--- config.mk ---
export PLATFORM = sky130hd
export DESIGN_NAME = lopc_regs
export DESIGN_NICKNAME = d
export VERILOG_FILES = /design/src/shared/lopc_pkg.sv /design/src/hdl/lopc_regs.sv
export SDC_FILE = /design/constraint.sdc
export NUM_CORES = 1
export LEC_CHECK = 0
export BUFFER_PORTS_ARGS = -buffer_cell sky130_fd_sc_hd__buf_2
export CAP_MARGIN = 20
export CORE_ASPECT_RATIO = 1.2
export CORE_UTILIZATION = 49
export DETAILED_ROUTE_END_ITERATION = 10
export PLACE_DENSITY_LB_ADDON = 0.05
export SLEW_MARGIN = 25
export SYNTH_ARGS = -nofsm -noshare
export SYNTH_HDL_FRONTEND = slang
export SYNTH_SLANG_ARGS = --single-unit
--- constraint.sdc ---
create_clock -name ref_clk -period 1.9 [get_ports ref_clk]
set_input_delay 0.38 -clock ref_clk [delete_from_list [all_inputs] [get_ports ref_clk]]
set_output_delay 0.38 -clock ref_clk [all_outputs]
set_load 0.005 [all_outputs]
--- src/shared/lopc_pkg.sv ---
// constants for the led override and phy misc control register pair
// assumes a 5-bit management address and 16-bit register data
package lopc_pkg;
	localparam int ADDR_W = 5;
	localparam int DATA_W = 16;
	localparam logic [4:0] LED_OVR_OFF = 5'h18;
	localparam logic [4:0] PHY_MISC_OFF = 5'h19;
	// led_direct_override fields
	localparam int SPEED_INDICATOR_OUT_EN_BIT = 5;
	localparam int LINK_INDICATOR_OUT_EN_BIT = 4;
	localparam int LED_ACT_EN_BIT = 3;
	localparam int SPEED_INDICATOR_OUT_VAL_BIT = 2;
	localparam int LINK_INDICATOR_OUT_VAL_BIT = 1;
	localparam int LED_ACT_VAL_BIT = 0;
	localparam int LED_FIELD_W = 6;
	localparam logic [5:0] LED_OVR_RESET = 6'h00;
	// phy_misc_control fields
	localparam int PHY_AUTO_CROSSOVER_ENABLE_BIT = 15;
	localparam int PHY_FORCE_X_BIT = 14;
	localparam int PHY_PAUSE_RX_BIT = 13;
	localparam int PHY_PAUSE_TX_BIT = 12;
	localparam int PHY_INJECT_BIT = 11;
	localparam int PHY_LONG_SEQ_BIT = 10;
	localparam int PHY_PASS_BIT = 9;
	localparam int PHY_RUN_BIT = 8;
	localparam int PHY_BYPASS_BIT = 7;
	// pause advertisement bit positions within the 2-bit field
	localparam int ADV_PAUSE = 0;
	localparam int ADV_ASYM = 1;
	// activity stretch length in clock cycles
	localparam int STRETCH_CYCLES_DEF = 1024;
endpackage

--- src/hdl/lopc_regs.sv ---
// led override register and phy misc control register with their outputs
// assumes register strobes and status inputs come from ref_clk logic;
// only the crossover strap is asynchronous and is synchronised here
//
// What this block does
// - led override bits 15:6 ignore writes, read zero
// - speed override enable drives speed led value
// - link override enable drives link led value
// - activity override enable drives activity led value
// - led override reads stored settings, never pins
// - bit 15 auto crossover enable, strap reset value
// - auto crossover needs auto-negotiation enabled
// - force crossover swaps transmit and receive pairs
// - pause receive resolved, full duplex only
// - pause transmit resolved, full duplex only
// - inject error writes one pulse, self clears
// - selftest run, sequence select, latched pass flag
// - stretch bypass shows raw activity event
//
// The implementer's own choice: the plain strobed port.
`timescale 1ns/1ps
module lopc_regs #(
	parameter int STRETCH_CYCLES = lopc_pkg::STRETCH_CYCLES_DEF
) (
	input wire logic ref_clk,
	input wire logic rst_b,
	input wire logic [4:0] reg_addr,
	input wire logic [15:0] reg_wdata,
	input wire logic reg_wr,
	input wire logic reg_rd,
	output logic [15:0] reg_rdata,
	input wire logic mdix_strap_pin,
	input wire logic an_enable,
	input wire logic hcd_full_duplex,
	input wire logic [1:0] local_pause_adv,
	input wire logic [1:0] partner_pause_adv,
	input wire logic speed_event,
	input wire logic link_event,
	input wire logic activity_event,
	input wire logic selftest_error,
	output logic speed_indicator_out,
	output logic link_indicator_out,
	output logic activity_collision_indicator_out,
	output logic auto_crossover_active,
	output logic force_pair_crossover,
	output logic selftest_run,
	output logic selftest_long_sequence_sel,
	output logic selftest_inject_error,
	output logic indicator_stretch_bypass
);
	localparam int CNT_W = $clog2(STRETCH_CYCLES + 1);
	localparam logic [CNT_W-1:0] CNT_LOAD = CNT_W'(STRETCH_CYCLES);

	logic [5:0] led_ovr_reg;
	logic auto_crossover_enable_reg;
	logic pause_rx_reg;
	logic pause_tx_reg;
	logic selftest_pass_flag_reg;
	logic run_d_reg;
	logic strap_meta_reg;
	logic strap_sync_reg;
	logic strap_loaded_reg;
	logic [CNT_W-1:0] stretch_cnt_reg;
	logic wr_led;
	logic wr_phy;
	logic rd_led;
	logic rd_phy;
	logic pause_rx_next;
	logic pause_tx_next;
	logic act_stretched;
	logic act_normal;

	assign wr_led = reg_wr && (reg_addr == lopc_pkg::LED_OVR_OFF);
	assign wr_phy = reg_wr && (reg_addr == lopc_pkg::PHY_MISC_OFF);
	assign rd_led = reg_rd && (reg_addr == lopc_pkg::LED_OVR_OFF);
	assign rd_phy = reg_rd && (reg_addr == lopc_pkg::PHY_MISC_OFF);

	// only the low six bits have storage, so upper writes vanish
	always_ff @(posedge ref_clk) begin
		if (!rst_b) begin
			led_ovr_reg <= lopc_pkg::LED_OVR_RESET;
		end else if (wr_led) begin
			led_ovr_reg <= reg_wdata[lopc_pkg::LED_FIELD_W-1:0];
		end
	end

	// strap synchroniser; not reset so it tracks the pin during reset
	always_ff @(posedge ref_clk) begin
		strap_meta_reg <= mdix_strap_pin;
		strap_sync_reg <= strap_meta_reg;
	end

	// strap is taken in the first cycle after reset release
	always_ff @(posedge ref_clk) begin
		if (!rst_b) begin
			strap_loaded_reg <= 1'b0;
			auto_crossover_enable_reg <= 1'b0;
		end else if (!strap_loaded_reg) begin
			strap_loaded_reg <= 1'b1;
			auto_crossover_enable_reg <= strap_sync_reg;
		end else if (wr_phy) begin
			auto_crossover_enable_reg <= reg_wdata[lopc_pkg::PHY_AUTO_CROSSOVER_ENABLE_BIT];
		end
	end

	always_ff @(posedge ref_clk) begin
		if (!rst_b) begin
			auto_crossover_active <= 1'b0;
		end else begin
			auto_crossover_active <= auto_crossover_enable_reg && an_enable;
		end
	end

	always_ff @(posedge ref_clk) begin
		if (!rst_b) begin
			force_pair_crossover <= 1'b0;
			selftest_long_sequence_sel <= 1'b0;
			selftest_run <= 1'b0;
			indicator_stretch_bypass <= 1'b0;
		end else if (wr_phy) begin
			force_pair_crossover <= reg_wdata[lopc_pkg::PHY_FORCE_X_BIT];
			selftest_long_sequence_sel <= reg_wdata[lopc_pkg::PHY_LONG_SEQ_BIT];
			selftest_run <= reg_wdata[lopc_pkg::PHY_RUN_BIT];
			indicator_stretch_bypass <= reg_wdata[lopc_pkg::PHY_BYPASS_BIT];
		end
	end

	// one-cycle pulse; the stored bit never reads back as one
	always_ff @(posedge ref_clk) begin
		if (!rst_b) begin
			selftest_inject_error <= 1'b0;
		end else begin
			selftest_inject_error <= wr_phy && reg_wdata[lopc_pkg::PHY_INJECT_BIT];
		end
	end

	// pass flag: set on start, an error latches it low until the next start
	always_ff @(posedge ref_clk) begin
		if (!rst_b) begin
			run_d_reg <= 1'b0;
			selftest_pass_flag_reg <= 1'b0;
		end else begin
			run_d_reg <= selftest_run;
			if (!selftest_run) begin
				selftest_pass_flag_reg <= 1'b0;
			end else if (selftest_error) begin
				selftest_pass_flag_reg <= 1'b0;
			end else if (!run_d_reg) begin
				selftest_pass_flag_reg <= 1'b1;
			end
		end
	end

	// symmetric and asymmetric pause resolution
	always_comb begin
		pause_rx_next = 1'b0;
		pause_tx_next = 1'b0;
		if (hcd_full_duplex) begin
			if (local_pause_adv[lopc_pkg::ADV_PAUSE] && partner_pause_adv[lopc_pkg::ADV_PAUSE]) begin
				pause_rx_next = 1'b1;
				pause_tx_next = 1'b1;
			end else if (local_pause_adv == 2'h3 && partner_pause_adv == 2'h2) begin
				pause_rx_next = 1'b1;
			end else if (local_pause_adv == 2'h2 && partner_pause_adv == 2'h3) begin
				pause_tx_next = 1'b1;
			end
		end
	end

	always_ff @(posedge ref_clk) begin
		if (!rst_b) begin
			pause_rx_reg <= 1'b0;
			pause_tx_reg <= 1'b0;
		end else begin
			pause_rx_reg <= pause_rx_next;
			pause_tx_reg <= pause_tx_next;
		end
	end

	// activity stretch; an event restarts the hold, so bursts merge
	always_ff @(posedge ref_clk) begin
		if (!rst_b) begin
			stretch_cnt_reg <= '0;
		end else if (activity_event) begin
			stretch_cnt_reg <= CNT_LOAD;
		end else if (stretch_cnt_reg != '0) begin
			stretch_cnt_reg <= stretch_cnt_reg - CNT_W'(1);
		end
	end

	assign act_stretched = activity_event || (stretch_cnt_reg != '0);
	assign act_normal = indicator_stretch_bypass ? activity_event : act_stretched;

	// indicator outputs are registered, one cycle behind the register
	always_ff @(posedge ref_clk) begin
		if (!rst_b) begin
			speed_indicator_out <= 1'b0;
			link_indicator_out <= 1'b0;
			activity_collision_indicator_out <= 1'b0;
		end else begin
			speed_indicator_out <= led_ovr_reg[lopc_pkg::SPEED_INDICATOR_OUT_EN_BIT] ?
				led_ovr_reg[lopc_pkg::SPEED_INDICATOR_OUT_VAL_BIT] : speed_event;
			link_indicator_out <= led_ovr_reg[lopc_pkg::LINK_INDICATOR_OUT_EN_BIT] ?
				led_ovr_reg[lopc_pkg::LINK_INDICATOR_OUT_VAL_BIT] : link_event;
			activity_collision_indicator_out <= led_ovr_reg[lopc_pkg::LED_ACT_EN_BIT] ?
				led_ovr_reg[lopc_pkg::LED_ACT_VAL_BIT] : act_normal;
		end
	end

	// read data exist only in the cycle after the strobe
	always_ff @(posedge ref_clk) begin
		if (!rst_b) begin
			reg_rdata <= 16'h0000;
		end else if (rd_led) begin
			reg_rdata <= {10'h000, led_ovr_reg};
		end else if (rd_phy) begin
			reg_rdata <= {auto_crossover_enable_reg, force_pair_crossover,
				pause_rx_reg, pause_tx_reg, 1'b0, selftest_long_sequence_sel,
				selftest_pass_flag_reg, selftest_run, indicator_stretch_bypass, 7'h00};
		end else begin
			reg_rdata <= 16'h0000;
		end
	end
endmodule

# [After elaboration in Yosys (flattened, before gate mapping)]
# Cells that the tools add are included.
[totals] reg_bits=50 in_bits=36 output_inout_bits=25 elab_cells=66
[classes] n_addsub=1 n_eq_ne=7 muxes=15 bitwise_logic=3 n_reduce_logical=17
[op_table] operator="2-to-1 mux 11 bit" n=2
[op_table] operator="2-to-1 mux 1 bit" n=12
[op_table] operator="nonzero test 11 bit" n=1
[op_table] operator="subtractor 11 x 1 -> 11 bit, second input constant" n=1
[op_table] operator="equality test 5 bit, second input constant" n=2
[op_table] operator="logical AND 1 bit" n=9
[op_table] operator="equality test 2 bit, second input constant" n=4
[op_table] operator="2-to-1 mux 6 bit" n=1
[op_table] operator="OR reduction 3 bit" n=2
[op_table] operator="OR reduction 2 bit" n=2
[op_table] operator="NOT 1 bit" n=3
[op_table] operator="!= test 2 x 1 -> 1 bit, second input constant" n=1
[op_table] operator="AND reduction 2 bit" n=1
[op_table] operator="nonzero test 2 bit" n=1
[op_table] operator="logical OR 1 bit" n=1

# [Depth between registers and ports, before layout]
# Gate-level depths: netlist of run 1.
[logic_depth] depth_word=5 ltp_mapped=6 mapped_depth_nobuf=6

# [Worst setup path before layout of run 1]
# Ideal clock, no wire load.
[synth_timing] path_type="flip-flop to flip-flop" start="register stretch_cnt_reg[0]" end="register stretch_cnt_reg[4]" setup_ns=0.070 arrival_ns=1.355 required_ns=1.830 path_slack_ns=0.475 path_stages_with_launch=7 n_path_buf=0 synth_period_minus_slack_ns=1.425 cell_sequence="dfxtp_1 -> inv_1 -> ha_1 -> or3b_2 -> nor2_1 -> o21ai_0 -> a21oi_1"
[synth_via] elab_chain_len=1 elab_cells_between_ends=2 cone_classes="add/sub: 1; reduce/logical: 1"
[synth_lines] item="from (decl)" line_no="lopc_regs.sv:63" rtl="logic [CNT_W-1:0] stretch_cnt_reg;"
[synth_lines] item="from (signal assigned)" line_no="lopc_regs.sv:187" rtl="stretch_cnt_reg <= stretch_cnt_reg - CNT_W'(1);"
[synth_lines] item="subtractor 11 x 1 -> 11 bit or nonzero test 11 bit (tied branches)" line_no="lopc_regs.sv:187, lopc_regs.sv:186"
# Parallel ways exist; a longest one is shown, timed or not.
# A chain may end at the register's enable or synchronous reset.

# [Worst setup path after layout of run 1]
[layout_timing] start="register stretch_cnt_reg[0]" end="register stretch_cnt_reg[7]"
# Same word-level chain as after synthesis.

==> qor.yml, run 1 <==
sta:
  period_needed_ns: 1.636
  rsz0062_at_grt: "no"
  final_hold_viol_count: 0
  drv_slew: 0
  max_freq_mhz: 611.1
  max-slew-margin-rel: 0.5592
  fin_setup_tns_ns: 0
  clock_skew_ns: 0.001885
  report.final.setup_viol: 0
  post-route-period-util: 0.8613
  max_slew.worst_pin.slew_ns: 0.6563
critical_path:
  critPathCaptureType: "register"
  crit_path_top_delay_cell: "nor2b_1"
  arrival_ns: 1.86
  max_stage_delay_ns: 0.42
  crit_fanout: 5
  worstPathCellList: "inv_1 > ha_1 > nor2b_1 > nand2_2 > nand4b_1 > mux2i_1"
  critPathKind: "reg2reg"
  critPathRequiredTime_ns: 2.12
  setup.worst_path.start_class: "register"
yosys:
  synth_top_area_frac: 0.5330
  yosys_warnings: 0
  synthCells: 175
  synth-seq-cells: 48
  syn_area_per_cell_um2: 10.30
  ys_types: 36
  synth.cell_area_mm2: 0.001803
  yosys-top-cells-area: "dfxtp_1 53%, mux2i_1 8.9%, and2_1 4.9%"
  synth_top_area_cell: "dfxtp_1"
  yosysSeqAreaShare: 0.5330
pwr:
  comb_power_share: 0.366
  clkPwrFrac: 0.249
  p_total_mw: 3.346
  p_per_area_mw_per_mm2: 1505
  p_seq_frac: 0.385
  switching_share: 0.3444
  peakVddDrop_v: 0.001402
  internal_power_mw: 2.194
  p_leak_nw: 0.9902
  switchingPower_mw: 1.152
floorplanning:
  die_y_um: 68.45
  start_util: 0.5265
  die_area_mm2: 0.003927
  rows: 23
  ios: 61
  die_w_um: 57.38
  core_area_mm2: 0.003425
global_route:
  overflow: 0
  grt_max_degree: 16
  first_global_vias: 1323
  grt_pass1_wl_um: 5692
  grt_usage: 0.1955
  antenna_found_initial: 0
cts:
  clockBufferDepth: 2
  cts_setup_buffers: 0
  h-tree-depth: 2
  clock_latency_ns: 0.29
  cts_tree: "done"
  cts_buffers: 5
  cts_sinks: 48
  clock-root-buffer: "clkbuf_8"
  cts_resized: 0
  clkSlewWorstSetupHoldPaths_ns: 0.08
  cts_hold_buf: 0
placed_design:
  gp_congestion: 0.8333
  port_buffers: 54
  dp_hpwl_um: 2712
layout:
  regArea_um2: 960.9
  finalNetCount: 269
  diodes: 0
  area_delta_synth_final_pct: 23.32
  multi_input_area_um2: 790.8
  n_fill_cell: 301
  largest_reg_flops: 14
  drive_gt1_frac: 0.2987
  final_common_cell: "buf_2"
  final_cell_mix: "54 x buf_2, 48 x dfxtp_1, 17 x nor2_1, 16 x mux2i_1"
drt:
  drc: 13
  first_pass_iters: 7
  vias_per_cell: 5.231
  wire_per_inst_um: 13.19
  dr_total_vias: 1402
  postRouteAntennaNets: 0
  wl_um: 3536
  drtIter0Drc: 46
outcome:
  violations: "DRC"
  outcome: "complete, but fails checks"
hold_path:
  hold_path.class: "in2reg"
job:
  max-cap-violations: 0
[layout make-up]
type	count	area share
clock buffer	5	0.03095
tap	37	0.02082
clock inverter	2	0.02701
timing repair buffer	55	0.1249
sequential	48	0.4322
multi-input combinational	116	0.3557
inverter	5	0.008441
[per-layer routing]
layer	part of all wire	routed length [um]	track usage	vias to the layer above
li1	-	-	-	701
met1	0.42	1482	0.2012	660
met2	0.52	1847	0.3677	37
met3	0.048	168	0.04915	4
met4	0.011	38	0.09756	0
met5	0	0	0	-
[cells in the mapped netlist]
cell type and n:
ha_1 2, nor3b_1 1, nand4b_1 2, nor2_1 17
and4_1 2, a21boi_0 1, nand2_1 5, dfxtp_1 48
mux2i_1 16, buf_4 2, nor3_1 2, or3b_2 1
and2_1 14, xnor2_1 1, a41oi_1 1, nand3_1 5
a41o_1 1, nor4_4 2, o31a_2 1, conb_1 1
nand2b_1 2, o21ai_0 5, nand4_1 1, a31oi_1 3
clkbuf_1 2, nand3b_1 1, inv_1 5, a21oi_1 8
or2b_1 1, nand3_4 1, a211oi_2 1, nand2_2 1
buf_2 2, buf_1 1, and3_1 2, nor2b_1 14
[final timing paths]
kind,from,end,slack [ns],cells after the start
setup / recovery,stretch_cnt_reg[0],stretch_cnt_reg[7],0.26,6
hold / removal,mdix_strap_pin,strap_meta_reg,0.19,1
setup reg to reg,stretch_cnt_reg[0],stretch_cnt_reg[7],0.26,6
hold reg to reg,strap_meta_reg,strap_sync_reg,0.33,0
[logic make-up (layout without fill, tap and decap cells)]
group | Yosys count | count (layout) | synth area share
AND/OR/NAND/NOR | 74 | 74 | 0.2533
XOR/XNOR | 1 | 1 | 0.004859
adder cells (fa/ha/maj) | 2 | 2 | 0.01388
multiplexers | 16 | 16 | 0.08883
other | 1 | 2 | 0.002080
buffers and inverters | 12 | 67 | 0.03053
flip-flops | 48 | 48 | 0.5330
AO/OA/AOI/OAI | 21 | 21 | 0.07356
[critical path: cells and delay by family (launching register included)]
family / cells / cell delay [ns]
fa+ha+maj: 1 / 0.18
mux: 1 / 0.18
buf+inv: 1 / 0.10
flops: 1 / 0.35
simple gates: 3 / 0.76
[power groups by stage]
stage / clock [mW] / sequential, mW / combinational, mW
final: 0.833 / 1.29 / 1.22
after CTS: 0.846 / 1.29 / 1.22
after detailed placement: 0 / 1.31 / 1.21
after floorplan: 0 / 1.28 / 0.980
after global placement: 0 / 1.30 / 1.15
after global routing: 0.894 / 1.31 / 1.36
[through the flow]
| step | hold slack (ns) | std cells | area [um2] | util | setup WS [ns] |
|---|---|---|---|---|---|
| 6_report | 0.1879 | 268 | 2223 | 0.6493 | 0.2636 |
| 5_1_grt | 0.1714 | 268 | 2223 | 0.6493 | 0.1120 |
| 4_1_cts | 0.1834 | 268 | 2223 | 0.6493 | 0.2611 |
| 3_5_place_dp | 0.3146 | 261 | 2095 | 0.6116 | 0.2166 |
| 3_3_place_gp | 0.3118 | 261 | 2095 | 0.6116 | 0.2645 |
| 2_1_floorplan | 0.3096 | 176 | 1807 | - | 0.4750 |
No activity file was read; power rests on OpenSTA's default activity.
==> inputs of run 2 (changes only) <==
--- a/config.mk
+++ b/config.mk
@@ -8,7 +8,9 @@
 export BUFFER_PORTS_ARGS = -buffer_cell sky130_fd_sc_hd__buf_2
 export CAP_MARGIN = 20
 export CORE_ASPECT_RATIO = 1.2
+export CORE_MARGIN = 2
 export CORE_UTILIZATION = 49
+export CTS_CLUSTER_SIZE = 28
 export DETAILED_ROUTE_END_ITERATION = 10
 export PLACE_DENSITY_LB_ADDON = 0.05
 export SLEW_MARGIN = 25
==> run 2 against run 1 <==
Effect of this change: the run now ends clean; non-clock buffer count is the same; cell count grew 1.1%; fmax shrank 0.30%; design area shrank 0.84%; sequential cell count is the same; first-iteration DRC count shrank 22%; utilization shrank 3.2 points; clock-buffer cell count grew 1; sequential power is essentially flat; routed wire length shrank 1.3%; highest routed layer unchanged.
==> qor.yml, run 2 (same netlist as run 1, synthesis figures left out) <==
sta:
  max_slew.worst_pin.slew_ns: 0.6129
  final_hold_viol_count: 0
  rsz0062_at_grt: "no"
  period_needed_ns: 1.641
  fin_setup_tns_ns: 0
  max-slew-margin-rel: 0.5883
  holdWs_ns: 0.1817
  clock_skew_ns: 0.004485
  post-route-period-util: 0.8639
  drv_slew: 0
  report.final.setup_viol: 0
  max_freq_mhz: 609.2
  fin_ws_ns: 0.2586
layout:
  area_delta_synth_final_pct: 22.28
  drive_gt1_frac: 0.2974
  diodes: 0
  largest_reg_flops: 14
  final_cell_mix: "54 x buf_2, 48 x dfxtp_1, 17 x nor2_1, 16 x mux2i_1"
  n_fill_cell: 324
  final_common_cell: "buf_2"
  finalNetCount: 269
drt:
  wl_um: 3491
  drc: 0
  dr_total_vias: 1393
  drtIter0Drc: 36
  first_pass_iters: 6
  postRouteAntennaNets: 0
  vias_per_cell: 5.140
  wire_per_inst_um: 12.88
global_route:
  grt_usage: 0.1808
  overflow: 0
  grt_pass1_wl_um: 5761
  antenna_found_initial: 0
  first_global_vias: 1369
  grt_max_degree: 16
cts:
  h-tree-depth: 2
  clock-root-buffer: "clkbuf_8"
  cts_resized: 0
  clkSlewWorstSetupHoldPaths_ns: 0.08
  clockBufferDepth: 2
  cts_hold_buf: 0
  cts_sinks: 48
  clock_latency_ns: 0.29
  cts_setup_buffers: 0
  cts_tree: "done"
  cts_buffers: 5
critical_path:
  critPathRequiredTime_ns: 2.12
  crit_fanout: 5
  worstPathCellList: "inv_1 > ha_1 > nor2b_1 > nand2_2 > nand4b_1 > mux2i_1"
  crit_path_top_delay_cell: "nor2b_1"
  setup.worst_path.start_class: "register"
  crit_family: "simple AND/OR/NAND/NOR gates"
  max_stage_delay_ns: 0.46
  crit_buf_inv: 1
  arrival_ns: 1.87
  critPathCaptureType: "register"
  critPathKind: "reg2reg"
floorplanning:
  start_util: 0.5046
  core_area_mm2: 0.003573
  die_y_um: 70.45
  die_w_um: 59.38
  ios: 61
  rows: 24
  die_area_mm2: 0.004183
hold_path:
  hold_path.class: "in2reg"
placed_design:
  dp_worst_setup_slack_ns: 0.1954
  port_buffers: 54
  dp_hpwl_um: 2725
  gp_congestion: 0.7625
pwr:
  p_leak_nw: 0.9812
  p_per_area_mw_per_mm2: 1440
  peakVddDrop_v: 0.0009266
job:
  max-cap-violations: 0
outcome:
  outcome: "finished, final reports clean"
## run 2: stage by stage
| step | instance area, um2 | power [mW] | instances | util |
|---|---|---|---|---|
| finish | 2205 | 3.176 | 271 | 0.6169 |
| global route | 2205 | 3.402 | 271 | 0.6169 |
| CTS | 2205 | 3.198 | 271 | 0.6169 |
| detailed placement | 2097 | 2.504 | 263 | 0.5868 |
| global placement | 2097 | 2.438 | 263 | 0.5868 |
| floorplan | 1807 | 2.264 | 176 | - |
## run 2: layer usage
metal / vias up / share of wire / track usage
met5: - / 0 / 0
met4: 0 / 0.016 / 0.07323
met3: 6 / 0.061 / 0.05370
met2: 44 / 0.52 / 0.3223
met1: 642 / 0.40 / 0.1901
li1: 701 / - / -
## run 2: worst paths after layout
| kind | slack, ns | endpoint | from | cells after the start |
|---|---|---|---|---|
| setup / recovery | 0.26 | stretch_cnt_reg[7] | stretch_cnt_reg[0] | 6 |
| hold reg to reg | 0.34 | strap_sync_reg | strap_meta_reg | 0 |
| hold / removal | 0.18 | strap_meta_reg | mdix_strap_pin | 1 |
| setup reg to reg | 0.26 | stretch_cnt_reg[7] | stretch_cnt_reg[0] | 6 |
## run 2: cell type report
type | instances | area [um2] | share of cell area
inverter | 5 | 18.77 | 0.008513
timing repair buffer | 55 | 277.8 | 0.1260
multi-input combinational | 116 | 790.8 | 0.3587
clock inverter | 2 | 35.03 | 0.01589
clock buffer | 6 | 72.57 | 0.03292
tap | 39 | 48.80 | 0.02213
sequential | 48 | 960.9 | 0.4359
## run 2: power by group
group	internal, mW	total (mW)	switching, mW
sequential	1.14	1.29	0.153
combinational	0.539	1.19	0.648
clock	0.390	0.699	0.309
==> inputs of run 3 (changes only) <==
--- a/config.mk
+++ b/config.mk
@@ -12,7 +12,7 @@
 export CORE_UTILIZATION = 49
 export CTS_CLUSTER_SIZE = 28
 export DETAILED_ROUTE_END_ITERATION = 10
-export PLACE_DENSITY_LB_ADDON = 0.05
+export PLACE_DENSITY_LB_ADDON = 0.25
 export SLEW_MARGIN = 25
 export SYNTH_ARGS = -nofsm -noshare
 export SYNTH_HDL_FRONTEND = slang
==> run 3 against run 2 <==
Effect of this change: utilization increased by 0.74 points; sequential share of layout area shrank 0.51 points; power increased by 3.1%; sequential cell count did not move; routed wire length down 10%; hold slack improved by 0.0094 ns; first-iteration DRC count fell by 25%; worst setup slack improved by 0.059 ns; critical endpoint is now stretch_cnt_reg[4].
==> qor.yml, run 3 (same netlist as run 1, synthesis figures left out) <==
cts:
  clock_latency_ns: 0.30
  clock-root-buffer: "clkbuf_8"
  h-tree-depth: 2
  cts_hold_buf: 0
  clockBufferDepth: 2
  cts_setup_buffers: 0
  cts_buffers: 5
  cts_tree: "done"
  cts_resized: 0
  cts_sinks: 48
  clkSlewWorstSetupHoldPaths_ns: 0.08
sta:
  fin_setup_tns_ns: 0
  drv_slew: 0
  post-route-period-util: 0.8326
  report.final.setup_viol: 0
  period_needed_ns: 1.582
  rsz0062_at_grt: "no"
  max_freq_mhz: 632.1
  final_hold_viol_count: 0
  max-slew-margin-rel: 0.6665
  max_slew.worst_pin.slew_ns: 0.4966
  clock_skew_ns: 0.004915
layout:
  finalNetCount: 270
  area_delta_synth_final_pct: 23.73
  final_util: 0.6243
  drive_gt1_frac: 0.3047
  largest_reg_flops: 14
  final_common_cell: "buf_2"
  diodes: 0
  design_area_mm2: 0.002231
  final_cell_mix: "54 x buf_2, 48 x dfxtp_1, 17 x nor2_1, 16 x mux2i_1"
pwr:
  switching_share: 0.3369
  p_seq_frac: 0.392
  peakVddDrop_v: 0.001043
  p_per_area_mw_per_mm2: 1467
  p_leak_nw: 0.9951
  clkPwrFrac: 0.240
  switchingPower_mw: 1.103
  internal_power_mw: 2.171
  comb_power_share: 0.368
  p_total_mw: 3.273
drt:
  wl_um: 3125
  postRouteAntennaNets: 0
  dr_total_vias: 1340
  first_pass_iters: 4
  vias_per_cell: 4.926
  drc: 0
  wire_per_inst_um: 11.49
  drtIter0Drc: 27
critical_path:
  setup.worst_path.start_class: "register"
  worstPathCellList: "inv_1 > ha_1 > or3b_2 > nor2_1 > o21ai_0 > a21oi_1"
  crit_fanout: 8
  cp-startpoint: "stretch_cnt_reg[0]"
  rr_startpoint: "stretch_cnt_reg[0]"
  critPathRequiredTime_ns: 2.12
  arrival_ns: 1.80
  crit_family: "simple AND/OR/NAND/NOR gates"
  critPathCaptureType: "register"
  max_stage_delay_ns: 0.49
  crit_path_top_delay_cell: "or3b_2"
  critPathKind: "reg2reg"
  crit_buf_inv: 1
global_route:
  first_global_vias: 1162
  antenna_found_initial: 0
  grt_usage: 0.1587
  grt_max_degree: 15
  overflow: 0
  grt_pass1_wl_um: 5043
floorplanning:
  start_util: 0.5046
  die_y_um: 70.45
  core_area_mm2: 0.003573
  die_area_mm2: 0.004183
  die_w_um: 59.38
  ios: 61
  rows: 24
hold_path:
  hold_path.class: "in2reg"
  worstHoldStart: "mdix_strap_pin"
placed_design:
  gp_congestion: 0.7666
  port_buffers: 54
  placed_cell_area_mm2: 0.002105
  dp_hpwl_um: 2323
outcome:
  outcome: "finished, final reports clean"
job:
  max-cap-violations: 0
## run 3: through the flow
stage | hold slack [ns] | std cells | setup slack, ns
after global placement | 0.3126 | 264 | 0.2664
after CTS | 0.1835 | 272 | 0.3212
final | 0.1911 | 272 | 0.3181
after floorplan | 0.3096 | 176 | 0.4750
after detailed placement | 0.3121 | 264 | 0.2299
after global routing | 0.1712 | 272 | 0.1990
## run 3: metal layers
metal  global-route usage  wire [um]  share of wire  vias up
met5                    0          0              0        -
met4              0.05303         48          0.015        0
met3              0.05000        207          0.066        5
met2               0.2601       1483           0.47       37
met1               0.1921       1384           0.44      599
li1                     -          -              -      699
## run 3: power by group through the flow
stage	Combinational, mW	Sequential, mW	Clock (mW)
floorplan	0.980	1.28	0
global placement	1.20	1.30	0
detailed placement	1.21	1.31	0
CTS	1.21	1.28	0.803
global route	1.36	1.31	0.854
finish	1.20	1.28	0.786
## run 3: final timing paths
check	to	slack [ns]	cells past startpoint
max	stretch_cnt_reg[4]	0.32	6
min	strap_meta_reg	0.19	1
max reg2reg	stretch_cnt_reg[4]	0.32	6
min reg2reg	strap_sync_reg	0.33	0
## run 3: cell type report
class / count / area (um2)
Fill cell: 278 / 1343
Sequential cell: 48 / 960.9
Multi-Input combinational cell: 116 / 790.8
Timing Repair Buffer: 56 / 285.3
Clock buffer: 7 / 96.34
Tap cell: 39 / 48.80
Clock inverter: 1 / 30.03
Inverter: 5 / 18.77
